### src/hdl/mrp_pkg.sv
package mrp_pkg;
	localparam int unsigned CLK_HZ         = 40000000;
	localparam int unsigned RESET_CLOCKS   = 24;
	localparam int unsigned IDLE_EXIT_SLIP = 2;
	localparam logic [15:0] RESET_VECTOR   = 16'h0000;
	localparam int unsigned PWR_IDLE_BIT   = 0;
	localparam int unsigned PWR_DOWN_BIT   = 1;
	localparam logic [7:0]  PWR_CTRL_RESET = 8'h00;
	localparam logic [7:0]  PORT_RESET     = 8'hff;
	localparam int unsigned RST_CNT_W      = 5;
	localparam int unsigned INIT_CYCLES    = 4;

	typedef enum logic [2:0] {
		ST_POWERUP = 3'b000,
		ST_RESET   = 3'b001,
		ST_INIT    = 3'b010,
		ST_RUN     = 3'b011,
		ST_IDLE    = 3'b100,
		ST_PDOWN   = 3'b101,
		ST_SLIP    = 3'b110
	} mrp_state_e;
endpackage

### src/hdl/mrp_rst_if.sv
`timescale 1ns/10ps
interface mrp_rst_if;
	logic rstPin;
	logic oscStable;
	logic rstQualified;
	modport filt (input rstPin, input oscStable, output rstQualified);
	modport seq  (input rstQualified);
endinterface

### src/hdl/mcu_reset_and_power_modes.sv
`timescale 1ns/10ps
// Contract
// - after any reset, core restarts fetching at address zero
// - latch-enable and store strobe driven high throughout reset
// - warm reset leaves data RAM untouched; power-up contents undefined
// - every special function register loads its reset value on reset
// - power-up init writes ones to every port pin once oscillator runs
// - power guard blocks flash programming while supply is invalid
// - idle gates core clock only; peripherals and interrupts keep clocking
// - latch-enable and store strobe stay high during idle
// - enabled interrupt ends idle, clears idle bit, resumes after return
// - reset out of idle allows two more core cycles before reset
// - power down stops all clocks, keeps state, drives strobes low
// - power down ends only on external interrupt or hardware reset
// - standby keeps full state and resumes on next clock
// - any interrupt exit from a low-power mode resumes after the instruction that entered it
// - watchdog counter frozen in idle, resumes on interrupt exit
module mcu_reset_and_power_modes #(
	parameter int unsigned PORT_COUNT = 4
) (
	input  wire logic                    clk,
	input  wire logic                    reset,
	input  wire logic                    rstPin,
	input  wire logic                    oscStable,
	input  wire logic                    supplyValid,
	input  wire logic                    pwrCtrlWrite,
	input  wire logic [7:0]              pwrCtrlData,
	input  wire logic                    intPending,
	input  wire logic                    extIntPending,
	input  wire logic                    intServiceStart,
	input  wire logic                    flashProgReq,
	output logic                         coreClkEn,
	output logic                         periphClkEn,
	output logic                         intClkEn,
	output logic                         watchdogRun,
	output logic                         coreReset,
	output logic                         sfrReset,
	output logic                         ramClear,
	output logic [15:0]                  fetchVector,
	output logic                         addrLatchOut,
	output logic                         addrLatchOe,
	output logic                         addrLatchWeakPull,
	output logic                         program_store_strobe_n,
	output logic                         programStoreOe,
	output logic                         programStoreWeakPull,
	output logic [8*PORT_COUNT-1:0]      portInitData,
	output logic                         portInitWrite,
	output logic                         flashProgAllow,
	output logic [7:0]                   power_control_register
);
	mrp_rst_if rif ();
	assign rif.rstPin    = rstPin;
	assign rif.oscStable = oscStable;

	mrp_rst_filter uFilter (
		.clk   (clk),
		.reset (reset),
		.rif   (rif)
	);

	mrp_pkg::mrp_state_e state_q;
	mrp_pkg::mrp_state_e state_d;
	logic [7:0]          pctl_q;
	logic [7:0]          pctl_d;
	logic [2:0]          cnt_q;
	logic [2:0]          cnt_d;
	logic                coreEn_q, coreEn_d;
	logic                perEn_q, perEn_d;
	logic                wdRun_q, wdRun_d;
	logic                coreRst_q, coreRst_d;
	logic                sfrRst_q, sfrRst_d;
	logic                strobeHi_q, strobeHi_d;
	logic                portWr_q, portWr_d;
	logic                flashOk_q, flashOk_d;
	logic                warm_q, warm_d;

	function automatic logic isIdleReq(input logic [7:0] v);
		return v[mrp_pkg::PWR_IDLE_BIT] && !v[mrp_pkg::PWR_DOWN_BIT];
	endfunction

	function automatic logic isDownReq(input logic [7:0] v);
		return v[mrp_pkg::PWR_DOWN_BIT];
	endfunction

	always_comb begin
		state_d    = state_q;
		pctl_d     = pctl_q;
		cnt_d      = cnt_q;
		warm_d     = warm_q;
		if (pwrCtrlWrite && state_q == mrp_pkg::ST_RUN) begin
			pctl_d = pwrCtrlData;
		end
		case (state_q)
			mrp_pkg::ST_POWERUP: begin
				if (oscStable) begin
					state_d = mrp_pkg::ST_RESET;
				end
			end
			mrp_pkg::ST_RESET: begin
				pctl_d = mrp_pkg::PWR_CTRL_RESET;
				cnt_d  = '0;
				if (!rif.rstQualified && !rstPin) begin
					state_d = mrp_pkg::ST_INIT;
				end
			end
			mrp_pkg::ST_INIT: begin
				cnt_d = cnt_q + 1'b1;
				if (cnt_q == 3'(mrp_pkg::INIT_CYCLES - 1)) begin
					state_d = mrp_pkg::ST_RUN;
					warm_d  = 1'b1;
				end
			end
			mrp_pkg::ST_RUN: begin
				if (isDownReq(pctl_d)) begin
					state_d = mrp_pkg::ST_PDOWN;
				end else if (isIdleReq(pctl_d)) begin
					state_d = mrp_pkg::ST_IDLE;
				end
			end
			mrp_pkg::ST_IDLE: begin
				if (rif.rstQualified) begin
					state_d = mrp_pkg::ST_SLIP;
					cnt_d   = '0;
				end else if (intPending || intServiceStart) begin
					state_d = mrp_pkg::ST_RUN;
					pctl_d[mrp_pkg::PWR_IDLE_BIT] = 1'b0;
				end
			end
			mrp_pkg::ST_PDOWN: begin
				if (rif.rstQualified) begin
					state_d = mrp_pkg::ST_RESET;
				end else if (extIntPending) begin
					state_d = mrp_pkg::ST_RUN;
					pctl_d[mrp_pkg::PWR_DOWN_BIT] = 1'b0;
					// a combined request was power down alone, so idle must not follow
					pctl_d[mrp_pkg::PWR_IDLE_BIT] = 1'b0;
				end
			end
			mrp_pkg::ST_SLIP: begin
				cnt_d = cnt_q + 1'b1;
				if (cnt_q == 3'(mrp_pkg::IDLE_EXIT_SLIP - 1)) begin
					state_d = mrp_pkg::ST_RESET;
				end
			end
			default: begin
				state_d = mrp_pkg::ST_POWERUP;
			end
		endcase
		if (rif.rstQualified && state_q != mrp_pkg::ST_IDLE && state_q != mrp_pkg::ST_SLIP
				&& state_q != mrp_pkg::ST_POWERUP) begin
			state_d = mrp_pkg::ST_RESET;
		end
	end

	// outputs registered from the next state so they track it with no lag
	always_comb begin
		coreEn_d   = (state_d == mrp_pkg::ST_RUN) || (state_d == mrp_pkg::ST_SLIP);
		perEn_d    = (state_d != mrp_pkg::ST_PDOWN) && (state_d != mrp_pkg::ST_POWERUP);
		wdRun_d    = (state_d == mrp_pkg::ST_RUN);
		coreRst_d  = (state_d == mrp_pkg::ST_RESET) || (state_d == mrp_pkg::ST_INIT)
			|| (state_d == mrp_pkg::ST_POWERUP);
		sfrRst_d   = (state_d == mrp_pkg::ST_RESET) || (state_d == mrp_pkg::ST_POWERUP);
		strobeHi_d = (state_d != mrp_pkg::ST_PDOWN);
		portWr_d   = (state_d == mrp_pkg::ST_INIT) && !warm_q;
		flashOk_d  = supplyValid && flashProgReq && (state_d == mrp_pkg::ST_RUN);
	end

	always_ff @(posedge clk) begin
		if (reset) begin
			state_q    <= mrp_pkg::ST_POWERUP;
			pctl_q     <= mrp_pkg::PWR_CTRL_RESET;
			cnt_q      <= '0;
			warm_q     <= 1'b0;
			coreEn_q   <= 1'b0;
			perEn_q    <= 1'b0;
			wdRun_q    <= 1'b0;
			coreRst_q  <= 1'b1;
			sfrRst_q   <= 1'b1;
			strobeHi_q <= 1'b1;
			portWr_q   <= 1'b0;
			flashOk_q  <= 1'b0;
		end else begin
			state_q    <= state_d;
			pctl_q     <= pctl_d;
			cnt_q      <= cnt_d;
			warm_q     <= warm_d;
			coreEn_q   <= coreEn_d;
			perEn_q    <= perEn_d;
			wdRun_q    <= wdRun_d;
			coreRst_q  <= coreRst_d;
			sfrRst_q   <= sfrRst_d;
			strobeHi_q <= strobeHi_d;
			portWr_q   <= portWr_d;
			flashOk_q  <= flashOk_d;
		end
	end

	// standby needs no logic: a stopped input clock freezes every flop
	assign coreClkEn              = coreEn_q;
	assign periphClkEn            = perEn_q;
	assign intClkEn               = perEn_q;
	assign watchdogRun            = wdRun_q;
	assign coreReset              = coreRst_q;
	assign sfrReset               = sfrRst_q;
	assign ramClear               = 1'b0;
	assign fetchVector            = mrp_pkg::RESET_VECTOR;
	assign addrLatchOut           = strobeHi_q;
	assign addrLatchOe            = 1'b1;
	assign addrLatchWeakPull      = coreRst_q;
	assign program_store_strobe_n = strobeHi_q;
	assign programStoreOe         = 1'b1;
	assign programStoreWeakPull   = coreRst_q;
	assign portInitData           = {PORT_COUNT{mrp_pkg::PORT_RESET}};
	assign portInitWrite          = portWr_q;
	assign flashProgAllow         = flashOk_q;
	assign power_control_register = pctl_q;
endmodule // mcu_reset_and_power_modes

### src/hdl/mrp_rst_filter.sv
`timescale 1ns/10ps
module mrp_rst_filter (
	input  wire logic clk,
	input  wire logic reset,
	mrp_rst_if.filt   rif
);
	logic [mrp_pkg::RST_CNT_W-1:0] cnt_q;
	logic [mrp_pkg::RST_CNT_W-1:0] cnt_d;
	logic                          qual_q;
	logic                          qual_d;

	// shorter pulses are ignored so a glitch cannot restart the core
	always_comb begin
		cnt_d  = cnt_q;
		qual_d = 1'b0;
		if (!rif.rstPin || !rif.oscStable) begin
			cnt_d = '0;
		end else if (cnt_q != mrp_pkg::RST_CNT_W'(mrp_pkg::RESET_CLOCKS)) begin
			cnt_d = cnt_q + 1'b1;
		end
		if (rif.rstPin && cnt_d == mrp_pkg::RST_CNT_W'(mrp_pkg::RESET_CLOCKS)) begin
			qual_d = 1'b1;
		end
	end

	always_ff @(posedge clk) begin
		if (reset) begin
			cnt_q  <= '0;
			qual_q <= 1'b0;
		end else begin
			cnt_q  <= cnt_d;
			qual_q <= qual_d;
		end
	end

	assign rif.rstQualified = qual_q;
endmodule // mrp_rst_filter

### config.mk
export PLATFORM = sky130hd
export DESIGN_NAME = mcu_reset_and_power_modes
export DESIGN_NICKNAME = d
export VERILOG_FILES = /design/src/hdl/mrp_pkg.sv /design/src/hdl/mrp_rst_if.sv /design/src/hdl/mcu_reset_and_power_modes.sv /design/src/hdl/mrp_rst_filter.sv
export SDC_FILE = /design/constraint.sdc
export NUM_CORES = 1
export LEC_CHECK = 0
export BUFFER_PORTS_ARGS = -buffer_cell sky130_fd_sc_hd__buf_2
export CAP_MARGIN = 20
export CORE_UTILIZATION = 52
export CTS_BUF_LIST = sky130_fd_sc_hd__clkbuf_2
export CTS_CLUSTER_SIZE = 25
export DETAILED_ROUTE_END_ITERATION = 10
export HOLD_SLACK_MARGIN = 0.03
export PLACE_DENSITY_LB_ADDON = 0.05
export SLEW_MARGIN = 20
export SYNTH_ARGS = -nofsm -noshare
export SYNTH_HDL_FRONTEND = slang
export SYNTH_SLANG_ARGS = --single-unit
### constraint.sdc
create_clock -name clk -period 2.9 [get_ports clk]
set_input_delay 0.29 -clock clk [delete_from_list [all_inputs] [get_ports clk]]
set_output_delay 0.29 -clock clk [all_outputs]
set_load 0.01 [all_outputs]
* After elaboration in Yosys (flattened, before gate mapping)
Index checks and enable logic that the tools add are counted.
** Storage, ports and cells
- Input port bits :: 18
- Register bits after elaboration :: 29
- Output and inout bits :: 71
- Logic and storage cells :: 90
** Operators by class
- Mux-type cells :: 24
- Equal/unequal tests :: 18
- Add/subtract/negate cells :: 2
- Reductions and logical operators :: 31
** Operators with widths (number)
- 3-bit two-way mux :: 12
- 3-bit one-hot mux with 7 select lines :: 1
- 3-bit by 2-bit equality test with 1-bit output (second input constant) :: 5
- 3-bit equality test (second input constant) :: 4
- 1-bit logical AND :: 11
- 5-bit two-way mux :: 2
- 3-bit by 1-bit equality test with 1-bit output (second input constant) :: 3
- 3-bit inequality test (second input constant) :: 3
- 3-bit one-hot mux with 3 select lines :: 1
- 3-bit nonzero test :: 3
- 3-bit logical NOT :: 2
- 1-bit logical OR :: 6
- 2-bit two-way mux :: 3
- 5-bit by 1-bit adder with 5-bit output (second input constant) :: 1
- 5-bit equality test (second input constant) :: 1
- 1-bit logical NOT :: 5
- 5-bit inequality test (second input constant) :: 1
- 2-bit AND reduction :: 2
- 2-bit OR reduction :: 2
- 3-bit by 1-bit adder with 3-bit output (second input constant) :: 1
- 1-bit two-way mux :: 3
- 1-bit one-hot mux with 3 select lines :: 1
- 2-bit by 1-bit inequality test with 1-bit output (second input constant) :: 1
- 1-bit one-hot mux with 2 select lines :: 1

* Depth between registers and ports, before layout
Gate-level depths: netlist of the first run.
- Word-level depth :: 12
- Mapped depth :: 8
- Depth with buffers taken out :: 8

* Hierarchy
A second synthesis of the first run with hierarchy kept.
** Second synthesis, totals
- Cell total of the unflattened synthesis :: 228
- Area, all modules :: 1941.9 µm²
** By module, submodules not included
- mcu_reset_and_power_modes :: cells each 200, area each 1654.1 µm², instances 1
- mrp_rst_filter :: cells each 28, area each 287.8 µm², instances 1

* Worst setup path after synthesis of the first run
OpenSTA, ideal clock, no wires.
- Path type :: reg2reg
- Start :: reg cnt_q[0]
- End :: reg perEn_q (netlist: intClkEn)
- Stages on the path, launching flop included :: 8
- Data required time :: 2.838 ns
- Arrival time :: 1.582 ns
- Setup time :: 0.062 ns
- Slack :: 1.257 ns
- Cells stage by stage :: dfxtp_1 ha_1 ha_1 nor2b_1 a31oi_1 o221ai_2 or3_1 nand3_1
** On the way
- Cells in the longest elaborated chain, start to end :: 6
** RTL lines
- from (decl) :: RTL line mcu_reset_and_power_modes.sv:65 : logic [2:0] cnt_q;
- from (signal assigned) :: RTL line mcu_reset_and_power_modes.sv:185 : cnt_q <= cnt_d;
- 3-bit by 1-bit equality test with 1-bit output or 3-bit by 2-bit equality test with 1-bit output (tied branches) :: RTL line mcu_reset_and_power_modes.sv:141, mcu_reset_and_power_modes.sv:108
- 3-bit two-way mux (on tied branches) :: RTL line mcu_reset_and_power_modes.sv:141, mcu_reset_and_power_modes.sv:108
- 3-bit one-hot mux with 7 select lines * :: RTL line mcu_reset_and_power_modes.sv:93 : case (state_q)
- 3-bit two-way mux * :: RTL line mcu_reset_and_power_modes.sv:149 : if (rif.rstQualified && state_q != mrp_pkg::ST_IDLE && state_q != mrp_pkg::ST_SLIP
- 3-bit inequality test or 3-bit nonzero test (tied branches) :: RTL line mcu_reset_and_power_modes.sv:158 : perEn_d = (state_d != mrp_pkg::ST_PDOWN) && (state_d != mrp_pkg::ST_POWERUP);
- 1-bit logical AND * :: RTL line mcu_reset_and_power_modes.sv:158
- to (signal assigned) :: RTL line mcu_reset_and_power_modes.sv:188 : perEn_q <= perEn_d;
- to (decl) :: RTL line mcu_reset_and_power_modes.sv:68 : logic perEn_q, perEn_d;
Mark *: on every way between the ends. The rest lies on a longest branch, timed or not.
A chain may end at the register's enable or synchronous reset.

* Worst setup path after layout of the first run
- Start :: reg state_q[2]
- End :: reg coreRst_q (netlist: addrLatchWeakPull)
** On the way
- Cells in the longest elaborated chain, start to end :: 12
** RTL lines
- from (decl) :: RTL line mcu_reset_and_power_modes.sv:61 : mrp_pkg::mrp_state_e state_q;
- from (signal assigned) :: RTL line mcu_reset_and_power_modes.sv:170 : state_q <= mrp_pkg::ST_POWERUP;
- from (signal assigned) :: RTL line mcu_reset_and_power_modes.sv:183 : state_q <= state_d;
- 3-bit by 2-bit equality test with 1-bit output :: RTL line mcu_reset_and_power_modes.sv:90, mcu_reset_and_power_modes.sv:93
- 1-bit logical AND :: RTL line mcu_reset_and_power_modes.sv:90 : if (pwrCtrlWrite && state_q == mrp_pkg::ST_RUN) begin
- 2-bit two-way mux :: RTL line mcu_reset_and_power_modes.sv:90
- 1-bit logical NOT :: RTL line mcu_reset_and_power_modes.sv:78 : return v[mrp_pkg::PWR_IDLE_BIT] && !v[mrp_pkg::PWR_DOWN_BIT];
- 1-bit logical AND :: RTL line mcu_reset_and_power_modes.sv:78
- 3-bit two-way mux :: RTL line mcu_reset_and_power_modes.sv:116 : end else if (isIdleReq(pctl_d)) begin
- 3-bit two-way mux :: RTL line mcu_reset_and_power_modes.sv:114 : if (isDownReq(pctl_d)) begin
- 3-bit one-hot mux with 7 select lines :: RTL line mcu_reset_and_power_modes.sv:93
- 3-bit two-way mux * :: RTL line mcu_reset_and_power_modes.sv:149
- 3-bit by 1-bit equality test with 1-bit output or 3-bit by 2-bit equality test with 1-bit output (tied branches) :: RTL line mcu_reset_and_power_modes.sv:160 : coreRst_d = (state_d == mrp_pkg::ST_RESET) || (state_d == mrp_pkg::ST_INIT)
- 1-bit logical OR :: RTL line mcu_reset_and_power_modes.sv:160
- 1-bit logical OR * :: RTL line mcu_reset_and_power_modes.sv:161 : || (state_d == mrp_pkg::ST_POWERUP);
- to (signal assigned) :: RTL line mcu_reset_and_power_modes.sv:190 : coreRst_q <= coreRst_d;
- to (decl) :: RTL line mcu_reset_and_power_modes.sv:70 : logic coreRst_q, coreRst_d;
Marks and branches as above.

==> flow_summary.json, run 1 <==
{
  "status": "complete, no violations",
  "worstSetupStartpointType": "flip-flop",
  "postCtsHoldBufs": 0,
  "overflow": 0,
  "cp-end-kind": "flip-flop",
  "rr_startpoint": "state_q[2]",
  "crit_path_start": "state_q[2]",
  "yosys-top-cells-area": "dfxtp_1 31%, buf_4 22%, nor2_1 5.6%",
  "worstPathRequired_ns": 3.15,
  "port_buffers": 37,
  "yosys.area.top_type_share_pct": 30.8,
  "hp-class": "input port to flip-flop",
  "grt_max_degree": 16,
  "clk_pin_slew_ns": 0.15,
  "fin_setup_tns_ns": 0,
  "cts-htree-levels": 2,
  "netlist_area_um2": 1880,
  "cts.sinks": 29,
  "drc": 0,
  "area_delta_synth_final_pct": 2.19,
  "rsz0062_at_grt": "false",
  "cts_tree": "done",
  "synth_fa_ha_area_share_pct": 3.32,
  "place.gp.congestion": 0.876,
  "worstMarginPinSlew_ns": 0.559,
  "crit_arrival_ns": 2.29,
  "synth_top_family_by_area": "buffers and inverters",
  "synth_mux_area_share_pct": 4.25,
  "hold_viol_final": 0,
  "synth_cell_type_count": 46,
  "drive_gt1_share_pct": 23.8,
  "endpoint": "addrLatchWeakPull",
  "clk-insertion-delay-late_ns": 0.35,
  "ant_nets": 0,
  "async_flop_share_pct": 0,
  "postLayoutCoreUtil_pct": 56.4,
  "pin_count": 89,
  "slew_headroom_pct": 62.6,
  "max_freq_ghz": 0.489,
  "synth-edff-count": 0,
  "cts_max_path_buffers": 2,
  "synth-simple-area-share_pct": 18.3,
  "ff2ff_path_depth": 6,
  "viasPerCell": 4.84,
  "start_util_pct": 55.2,
  "yosys_most_used_dff": "dfxtp_1",
  "syn_area_per_cell_um2": 8.64,
  "reg2reg_to": "addrLatchWeakPull",
  "cts-root-buf": "clkbuf_2",
  "grt_usage_pct": 17.4,
  "n_antenna_cell": 0,
  "wl_per_cell_um": 10.9,
  "grt_pass1_vias": 1149,
  "num_vias": 1442,
  "die_x_um": 62.2,
  "ir_worst_vdd_v": 0.000224,
  "seq_area_frac_synth_pct": 30.8,
  "fin_nets": 274,
  "netlist_instances": 218,
  "power-per-cell-area_nw_per_um2": 474,
  "first_iter_violations": 53,
  "grt_pass1_wl_um": 5290,
  "cellLeakagePower_nw": 0.932,
  "antenna_found_initial": 0,
  "die_area_um2": 3870,
  "synth_area_leader_cell": "dfxtp_1",
  "yosys_warnings": 0,
  "rows": 21,
  "yosysMostFrequentCell": "buf_4",
  "numCtsBuffers": 5,
  "critical_path_class": "flip-flop to flip-flop",
  "die_h_um": 62.2,
  "drv_slew": 0,
  "synth_compound_area_share_pct": 15.1,
  "synth_xor_area_share_pct": 1.86,
  "hpwl_um": 2430,
  "layout_worst_path_cycle_share_pct": 70.5,
  "fillers": 321,
  "ff2ff_setup_slack_ns": 0.86,
  "cap_violations": 0,
  "crit_fanout": 15,
  "setup_violations": 0,
  "min_period_ns": 2.04,
  "clock_skew_ns": 0.0133,
  "core_um2": 3420,
  "first_pass_iters": 4,
  "synthTopCellsByCount": "56 x buf_4, 29 x dfxtp_1, 28 x nor2_1, 11 x a21oi_1, 8 x mux2i_1",
  "totalWireLength_um": 3240,
  "ys_ff_latch": 29,
  "cts_resized": 0,
  "postCtsSetupBuffers": 0
}
[critical path, stage by stage, from the launching register on]
cell,delay (ns)
dfxtp_1,0.65
inv_1,0.22
nor4_2,0.41
a311oi_2,0.11
o221a_2,0.32
o21ai_1,0.16
a21oi_1,0.08
[worst min path at each step]
stage	startpoint	end	slack, ns	cells past startpoint
2_1_floorplan	warm_q	portInitWrite	0.41	1
3_3_place_gp	warm_q	portInitWrite	0.43	1
3_5_place_dp	warm_q	portInitWrite	0.43	1
4_1_cts	flashProgReq	flashProgAllow	0.13	3
5_1_grt	flashProgReq	flashProgAllow	0.12	3
6_report	pwrCtrlData[2]	power_control_register[2]	0.16	3
[report_power, final]
| part | leakage [nW] | internal [mW] | switching, mW |
|---|---|---|---|
| clock network | 0.0406 | 0.147 | 0.135 |
| registers | 0.235 | 0.417 | 0.0234 |
| logic | 0.656 | 0.0692 | 0.121 |
| total | 0.932 | 0.634 | 0.279 |
[registers in the layout, summed over array words and instances (netlist names)]
register,count
addrLatchWeakPull,1
sfrReset,1
intClkEn,1
flashProgAllow,1
state_q,3
cnt_q,3
coreClkEn,1
uFilter.rif.rstQualified,1
watchdogRun,1
uFilter.cnt_q,5
portInitWrite,1
power_control_register,8
addrLatchOut,1
warm_q,1
[final cells by class]
class / count / area [um2] / share of cell area [%]
timing repair buffer: 38 / 193 / 10.0
sequential: 29 / 581 / 30.1
inverter: 9 / 33.8 / 1.75
clock inverter: 2 / 33.8 / 1.75
multi-input combinational: 168 / 997 / 51.8
clock buffer: 6 / 30.0 / 1.56
tap: 46 / 57.6 / 2.99
[through the flow]
stage          hold slack, ns  worst slack [ns]  area [um2]  power [mW]  instances
3_3_place_gp            0.432             0.877        1860       0.637        290
5_1_grt                 0.124             0.686        1930       0.970        298
6_report                0.157             0.857        1930       0.913        298
4_1_cts                 0.134             0.870        1930       0.922        298
3_5_place_dp            0.435             0.902        1860       0.638        290
2_1_floorplan           0.409              1.26        2070       0.647        267
[metal layers]
metal / GRT usage, % / vias to the layer above / part of all wire [%]
met4: 6.98 / 0 / 1.1
li1: - / 709 / -
met3: 4.96 / 4 / 8.0
met2: 27.9 / 75 / 46
met5: 0 / - / 0
met1: 22.0 / 654 / 45
[logic make-up after synthesis]
logic type	after synthesis
flip-flops	29
other	2
XOR/XNOR	4
buffers and inverters	70
AND/OR/NAND/NOR	63
multiplexers	8
adder cells (fa/ha/maj)	5
AO/OA/AOI/OAI	37
[layout by cell type, fill, tap and decap left out, drive strengths merged, types with 3 or more instances in the layout]
master  netlist  final
a21oi        11     11
nand2b        4      4
inv           9      9
o21ai         6      6
nor2         28     28
dfxtp        29     29
mux2i         8      8
nand3b        4      4
nand3         4      4
nand4b        3      3
nand2         4      4
clkbuf        0      6
conb          2     51
nor4          3      3
a21o          4      4
buf          61     38
nor3          6      6
ha            5      5
No activity file was read; power rests on OpenSTA's default activity.
==> inputs of run 2 (changes only) <==
--- a/config.mk
+++ b/config.mk
@@ -7,7 +7,7 @@
 export LEC_CHECK = 0
 export BUFFER_PORTS_ARGS = -buffer_cell sky130_fd_sc_hd__buf_2
 export CAP_MARGIN = 20
-export CORE_UTILIZATION = 52
+export CORE_UTILIZATION = 43
 export CTS_BUF_LIST = sky130_fd_sc_hd__clkbuf_2
 export CTS_CLUSTER_SIZE = 25
 export DETAILED_ROUTE_END_ITERATION = 10
==> constraint.sdc (replaced) <==
create_clock -name clk -period 1.65 [get_ports clk]
set_input_delay 0.165 -clock clk [delete_from_list [all_inputs] [get_ports clk]]
set_output_delay 0.165 -clock clk [all_outputs]
set_load 0.01 [all_outputs]
==> run 2 against run 1 <==
The run now ends with negative setup slack left. Maximum frequency rose by 23%. Clock skew rose by 0.016 ns. Register-to-register slack got worse by 0.87 ns. Non-clock buffer count rose by 41. Clock power rose by 20%. Utilization rose by 0.63 points. Sequential share of layout area fell by 4.9 points. Critical path type unchanged. Largest power group unchanged. Highest routed layer unchanged.
==> flow_summary.json, run 2 (synthesis results as in run 1) <==
{
  "status": "complete, but fails checks",
  "violations": "negative setup slack",
  "ant_nets": 0,
  "clk-insertion-delay-late_ns": 0.38,
  "cts-htree-levels": 2,
  "crit_chain": "buf_4, clkbuf_16, a21oi_1, nor2_1, a21oi_2, o31ai_2, or3_1, nand3_1",
  "drive_gt1_share_pct": 37.5,
  "cts_tree": "done",
  "grt_usage_pct": 15.7,
  "crit_arrival_ns": 1.98,
  "cp-end-kind": "flip-flop",
  "numCtsBuffers": 5,
  "viasPerCell": 4.54,
  "worstSetupStartpointType": "flip-flop",
  "layout_worst_path_cycle_share_pct": 101,
  "worstPathRequired_ns": 1.96,
  "hpwl_um": 2690,
  "clk_pin_slew_ns": 0.17,
  "cts.sinks": 29,
  "overflow": 0,
  "cellLeakagePower_nw": 1.14,
  "setup_violations": 2,
  "cap_violations": 0,
  "critical_path_class": "flip-flop to flip-flop",
  "placed_cells": 320,
  "start_util_pct": 45.8,
  "cp_slowest_cell": "dfxtp_4",
  "power.total_mw": 1.56,
  "place_area_um2": 2060,
  "n_antenna_cell": 0,
  "drc": 0,
  "grt_pass1_vias": 1241,
  "wl_per_cell_um": 10.9,
  "place.gp.congestion": 0.915,
  "die_x_um": 68.2,
  "largest_register_ffs": 8,
  "grt_max_degree": 15,
  "port_buffers": 37,
  "min_period_ns": 1.67,
  "slowest_delay_ns": 0.38,
  "max_freq_ghz": 0.600,
  "pre_cts_ws_ns": -0.0954,
  "die_area_um2": 4650,
  "postLayoutCoreUtil_pct": 57.0,
  "fillers": 395,
  "crit_fanout": 4,
  "layout_commonest_cell": "conb_1",
  "die_h_um": 68.2,
  "fin_area_um2": 2350,
  "area_delta_synth_final_pct": 24.5,
  "hold_viol_final": 0,
  "power-per-cell-area_nw_per_um2": 667,
  "num_vias": 1556,
  "antenna_found_initial": 0,
  "clock_skew_ns": 0.0292,
  "cts-root-buf": "clkbuf_2",
  "pin_count": 89,
  "core_um2": 4120,
  "grt_pass1_wl_um": 5360,
  "first_pass_iters": 4,
  "ir_worst_vdd_v": 0.000333,
  "most-common-layout-cells": "51 x conb_1, 37 x buf_2, 31 x buf_4, 27 x nor2_1, 23 x dfxtp_1",
  "fin_nets": 315,
  "drv_slew": 0,
  "totalWireLength_um": 3730,
  "first_iter_violations": 81,
  "cts_max_path_buffers": 2,
  "worst_slack_ns": -0.0154,
  "rows": 23,
  "final_cells": 343,
  "hp-class": "input port to flip-flop",
  "rsz0062_at_grt": "true"
}
[run 2: cell count changes in the layout (fill, tap and decap cells not counted), sizes merged]
cell         before  now
clkinv            1    3
buf              38   70
bufinv            1    0
dlygate4sd3       0    8
[run 2: repair_timing]
action / 4_1_cts / 5_1_grt
pin swaps: 5 / 13
setup endpoints to repair: 8 / 10
setup buffers: 2 / 4
gates resized for setup: 7 / 21
hold buffers: 8 / 0
endpoints found under the hold margin: 7 / 0
gates cloned: 0 / 1
[run 2: path summary, 6_finish.rpt]
kind	cells past startpoint	from	slack (ns)	end
max	8	state_q[2]	-0.02	intClkEn
min	3	pwrCtrlData[1]	0.11	power_control_register[1]
max reg2reg	8	state_q[2]	-0.02	intClkEn
min reg2reg	1	warm_q	0.45	portInitWrite
[run 2: through the flow]
stage | TNS (ns) | hold WS (ns)
finish | -0.0233 | 0.109
global route | -0.350 | 0.0926
CTS | 0 | 0.105
detailed placement | -0.325 | 0.405
global placement | -0.438 | 0.403
floorplan | 0 | 0.298
[run 2: layout make-up]
type                    instances  area [um2]  area share (%)
well taps                      50        62.6            2.67
inverters                       9        33.8            1.44
flip-flops and latches         29         593            25.3
clock buffers                   5        25.0            1.07
repair buffers                 79         549            23.4
clock inverters                 3        12.5           0.533
multi-input cells             168        1070            45.6
[run 2: power by group]
| part | switching [mW] | internal (mW) |
|---|---|---|
| sequential | 0.0218 | 0.733 |
| combinational | 0.257 | 0.213 |
| clock | 0.247 | 0.0924 |
| total | 0.526 | 1.04 |
[run 2: layer usage]
| layer | vias to the layer above | share of wire [%] | global-route usage, % |
|---|---|---|---|
| met5 | - | 0 | 0 |
| met4 | 0 | 1.7 | 7.03 |
| met3 | 7 | 5.6 | 5.33 |
| met2 | 61 | 46 | 24.5 |
| met1 | 703 | 47 | 19.3 |
| li1 | 785 | - | - |
[run 2: critical path, delay by kind of cell (launching register included)]
kind / cells / cell delay [ns]
flops: 1 / 0.38
simple gates: 3 / 0.53
buf+inv: 2 / 0.28
compound gates: 3 / 0.44
==> inputs of run 3 (changes only) <==
--- a/config.mk
+++ b/config.mk
@@ -7,11 +7,11 @@
 export LEC_CHECK = 0
 export BUFFER_PORTS_ARGS = -buffer_cell sky130_fd_sc_hd__buf_2
 export CAP_MARGIN = 20
-export CORE_UTILIZATION = 43
+export CORE_UTILIZATION = 25
 export CTS_BUF_LIST = sky130_fd_sc_hd__clkbuf_2
 export CTS_CLUSTER_SIZE = 25
 export DETAILED_ROUTE_END_ITERATION = 10
-export HOLD_SLACK_MARGIN = 0.03
+export HOLD_SLACK_MARGIN = 0.12
 export PLACE_DENSITY_LB_ADDON = 0.05
 export SLEW_MARGIN = 20
 export SYNTH_ARGS = -nofsm -noshare
==> run 3 against run 2 <==
The flow now finishes without violations. Flip-flop and latch count unchanged. Clock skew shrank 0.016 ns. Wire length up 13%. Cell count rose by 16%. Worst setup slack better by 0.038 ns. Die area increased by 70%. Maximum frequency is 2.4% higher. First-iteration DRC count decreased by 57%. Count of clock-buffer cells in the layout increased by 1. Global-route usage fell by 4.8 points. Power grew 3.9%.
==> flow_summary.json, run 3 (synthesis results as in run 1) <==
{
  "status": "complete, no violations",
  "grt_pass1_vias": 1392,
  "first_pass_iters": 4,
  "crit_arrival_ns": 1.94,
  "grt_max_degree": 15,
  "ff2ff_path_depth": 8,
  "ant_nets": 0,
  "rows": 31,
  "reg2reg_to": "intClkEn",
  "worstPathRequired_ns": 1.96,
  "final_cells": 397,
  "die_x_um": 88.8,
  "viasPerCell": 4.03,
  "placed_cells": 373,
  "crit_chain": "buf_6, buf_4, a21oi_2, nor2_1, a21oi_2, o31ai_4, or3_1, nand3_2",
  "cp_slowest_cell": "or3_1",
  "holdPathStages": 2,
  "crit_path_start": "state_q[2]",
  "cellLeakagePower_nw": 1.17,
  "crit_fanout": 4,
  "core_um2": 7250,
  "slowest_delay_ns": 0.40,
  "clock_skew_ns": 0.0133,
  "setup_violations": 0,
  "ff2ff_setup_slack_ns": 0.02,
  "fin_area_um2": 2530,
  "worstSetupStartpointType": "flip-flop",
  "power.total_mw": 1.63,
  "postLayoutCoreUtil_pct": 34.9,
  "die_area_um2": 7890,
  "port_buffers": 37,
  "place.gp.congestion": 0.760,
  "totalWireLength_um": 4220,
  "power-per-cell-area_nw_per_um2": 642,
  "num_vias": 1601,
  "cts-htree-levels": 2,
  "wl_per_cell_um": 10.6,
  "n_antenna_cell": 0,
  "first_iter_violations": 35,
  "cts.sinks": 29,
  "largest_register_ffs": 8,
  "place_area_um2": 2170,
  "min_period_ns": 1.63,
  "critical_path_class": "flip-flop to flip-flop",
  "crit_cells": 8,
  "most-common-layout-cells": "51 x conb_1, 37 x buf_2, 33 x buf_4, 27 x nor2_1, 21 x dfxtp_1",
  "pin_count": 89,
  "layout_worst_path_cycle_share_pct": 98.6,
  "drive_gt1_share_pct": 40.9,
  "ir_worst_vdd_v": 0.000192,
  "worst_slack_ns": 0.0229,
  "rr_startpoint": "state_q[2]",
  "overflow": 0,
  "clk_pin_slew_ns": 0.16,
  "layout_commonest_cell": "conb_1",
  "hold_viol_final": 0,
  "hp-class": "input port to flip-flop",
  "cp-end-kind": "flip-flop",
  "max_freq_ghz": 0.615,
  "cts_max_path_buffers": 2,
  "hpwl_um": 3110,
  "fin_nets": 321,
  "endpoint": "intClkEn",
  "cap_violations": 0,
  "area_delta_synth_final_pct": 34.3,
  "pre_cts_ws_ns": -0.0689,
  "clk-insertion-delay-late_ns": 0.36,
  "crit_top_cell": "a21oi_2",
  "start_util_pct": 26.0,
  "cts-root-buf": "clkbuf_2",
  "die_h_um": 88.8,
  "cp_top_family": "simple AND/OR/NAND/NOR gates",
  "drv_slew": 0,
  "cts_tree": "done",
  "numCtsBuffers": 5,
  "rsz0062_at_grt": "true",
  "drc": 0,
  "antenna_found_initial": 0,
  "grt_usage_pct": 10.9,
  "grt_pass1_wl_um": 6500,
  "critPathBufInv": 2
}
[run 3: cell types whose count changed in the layout (fill, tap and decap cells not counted), moves of 2 or more]
| cell | delta |
|---|---|
| a21oi_1 | -2 |
| a21oi_2 | +2 |
| buf_4 | +2 |
| buf_6 | +3 |
| dfxtp_1 | -2 |
| dlygate4sd3_1 | +2 |
| nor4_2 | -2 |
| nor4_4 | +2 |
[run 3: per-layer routing]
layer / share of wire [%] / track usage, % / vias up
met5: 0 / 0 / -
met4: 1.8 / 4.40 / 0
met3: 4.0 / 2.89 / 6
met2: 48 / 18.3 / 53
met1: 47 / 13.2 / 745
li1: - / - / 797
[run 3: how the worst min path moves through the flow]
stage / end / from / slack (ns)
after global routing: cnt_q[2] / reset / 0.12
final: cnt_q[2] / reset / 0.14
after global placement: power_control_register[7] / pwrCtrlData[7] / 0.40
after CTS: cnt_q[2] / reset / 0.12
after floorplan: flashProgAllow / flashProgReq / 0.30
after detailed placement: power_control_register[7] / pwrCtrlData[7] / 0.41
[run 3: timing repair]
action | CTS | global route
endpoints found under the setup margin | 8 | 11
pin swaps | 11 | 9
gates resized for setup | 22 | 23
endpoints found under the hold margin | 8 | 0
buffers inserted | 4 | 4
hold buffers | 10 | 0
[run 3: stage by stage]
stage / TNS (ns) / hold WS (ns)
final: 0 / 0.140
after global placement: -0.464 / 0.404
after detailed placement: -0.295 / 0.406
after CTS: -0.0173 / 0.123
after floorplan: 0 / 0.298
after global routing: -0.183 / 0.123
[run 3: power by group]
group	total, mW	leakage, nW	switching [mW]	internal [mW]
registers	0.760	0.240	0.0269	0.734
clock network	0.344	0.0265	0.245	0.0988
logic	0.521	0.900	0.281	0.240
[run 3: worst register-to-register path: cells and delay by family (launching register included)]
kind / cells / cell delay [ns]
flops: 1 / 0.37
compound gates: 3 / 0.43
buf+inv: 2 / 0.27
simple gates: 3 / 0.53
[run 3: layout make-up]
cell class                 instances  area [um2]
clock buffer                       6        30.0
multi-input combinational        168        1150
sequential                        29         598
timing repair buffer              85         588
fill                             786        4720
clock inverter                     1        3.75
tap                               99         124
inverter                           9        37.5
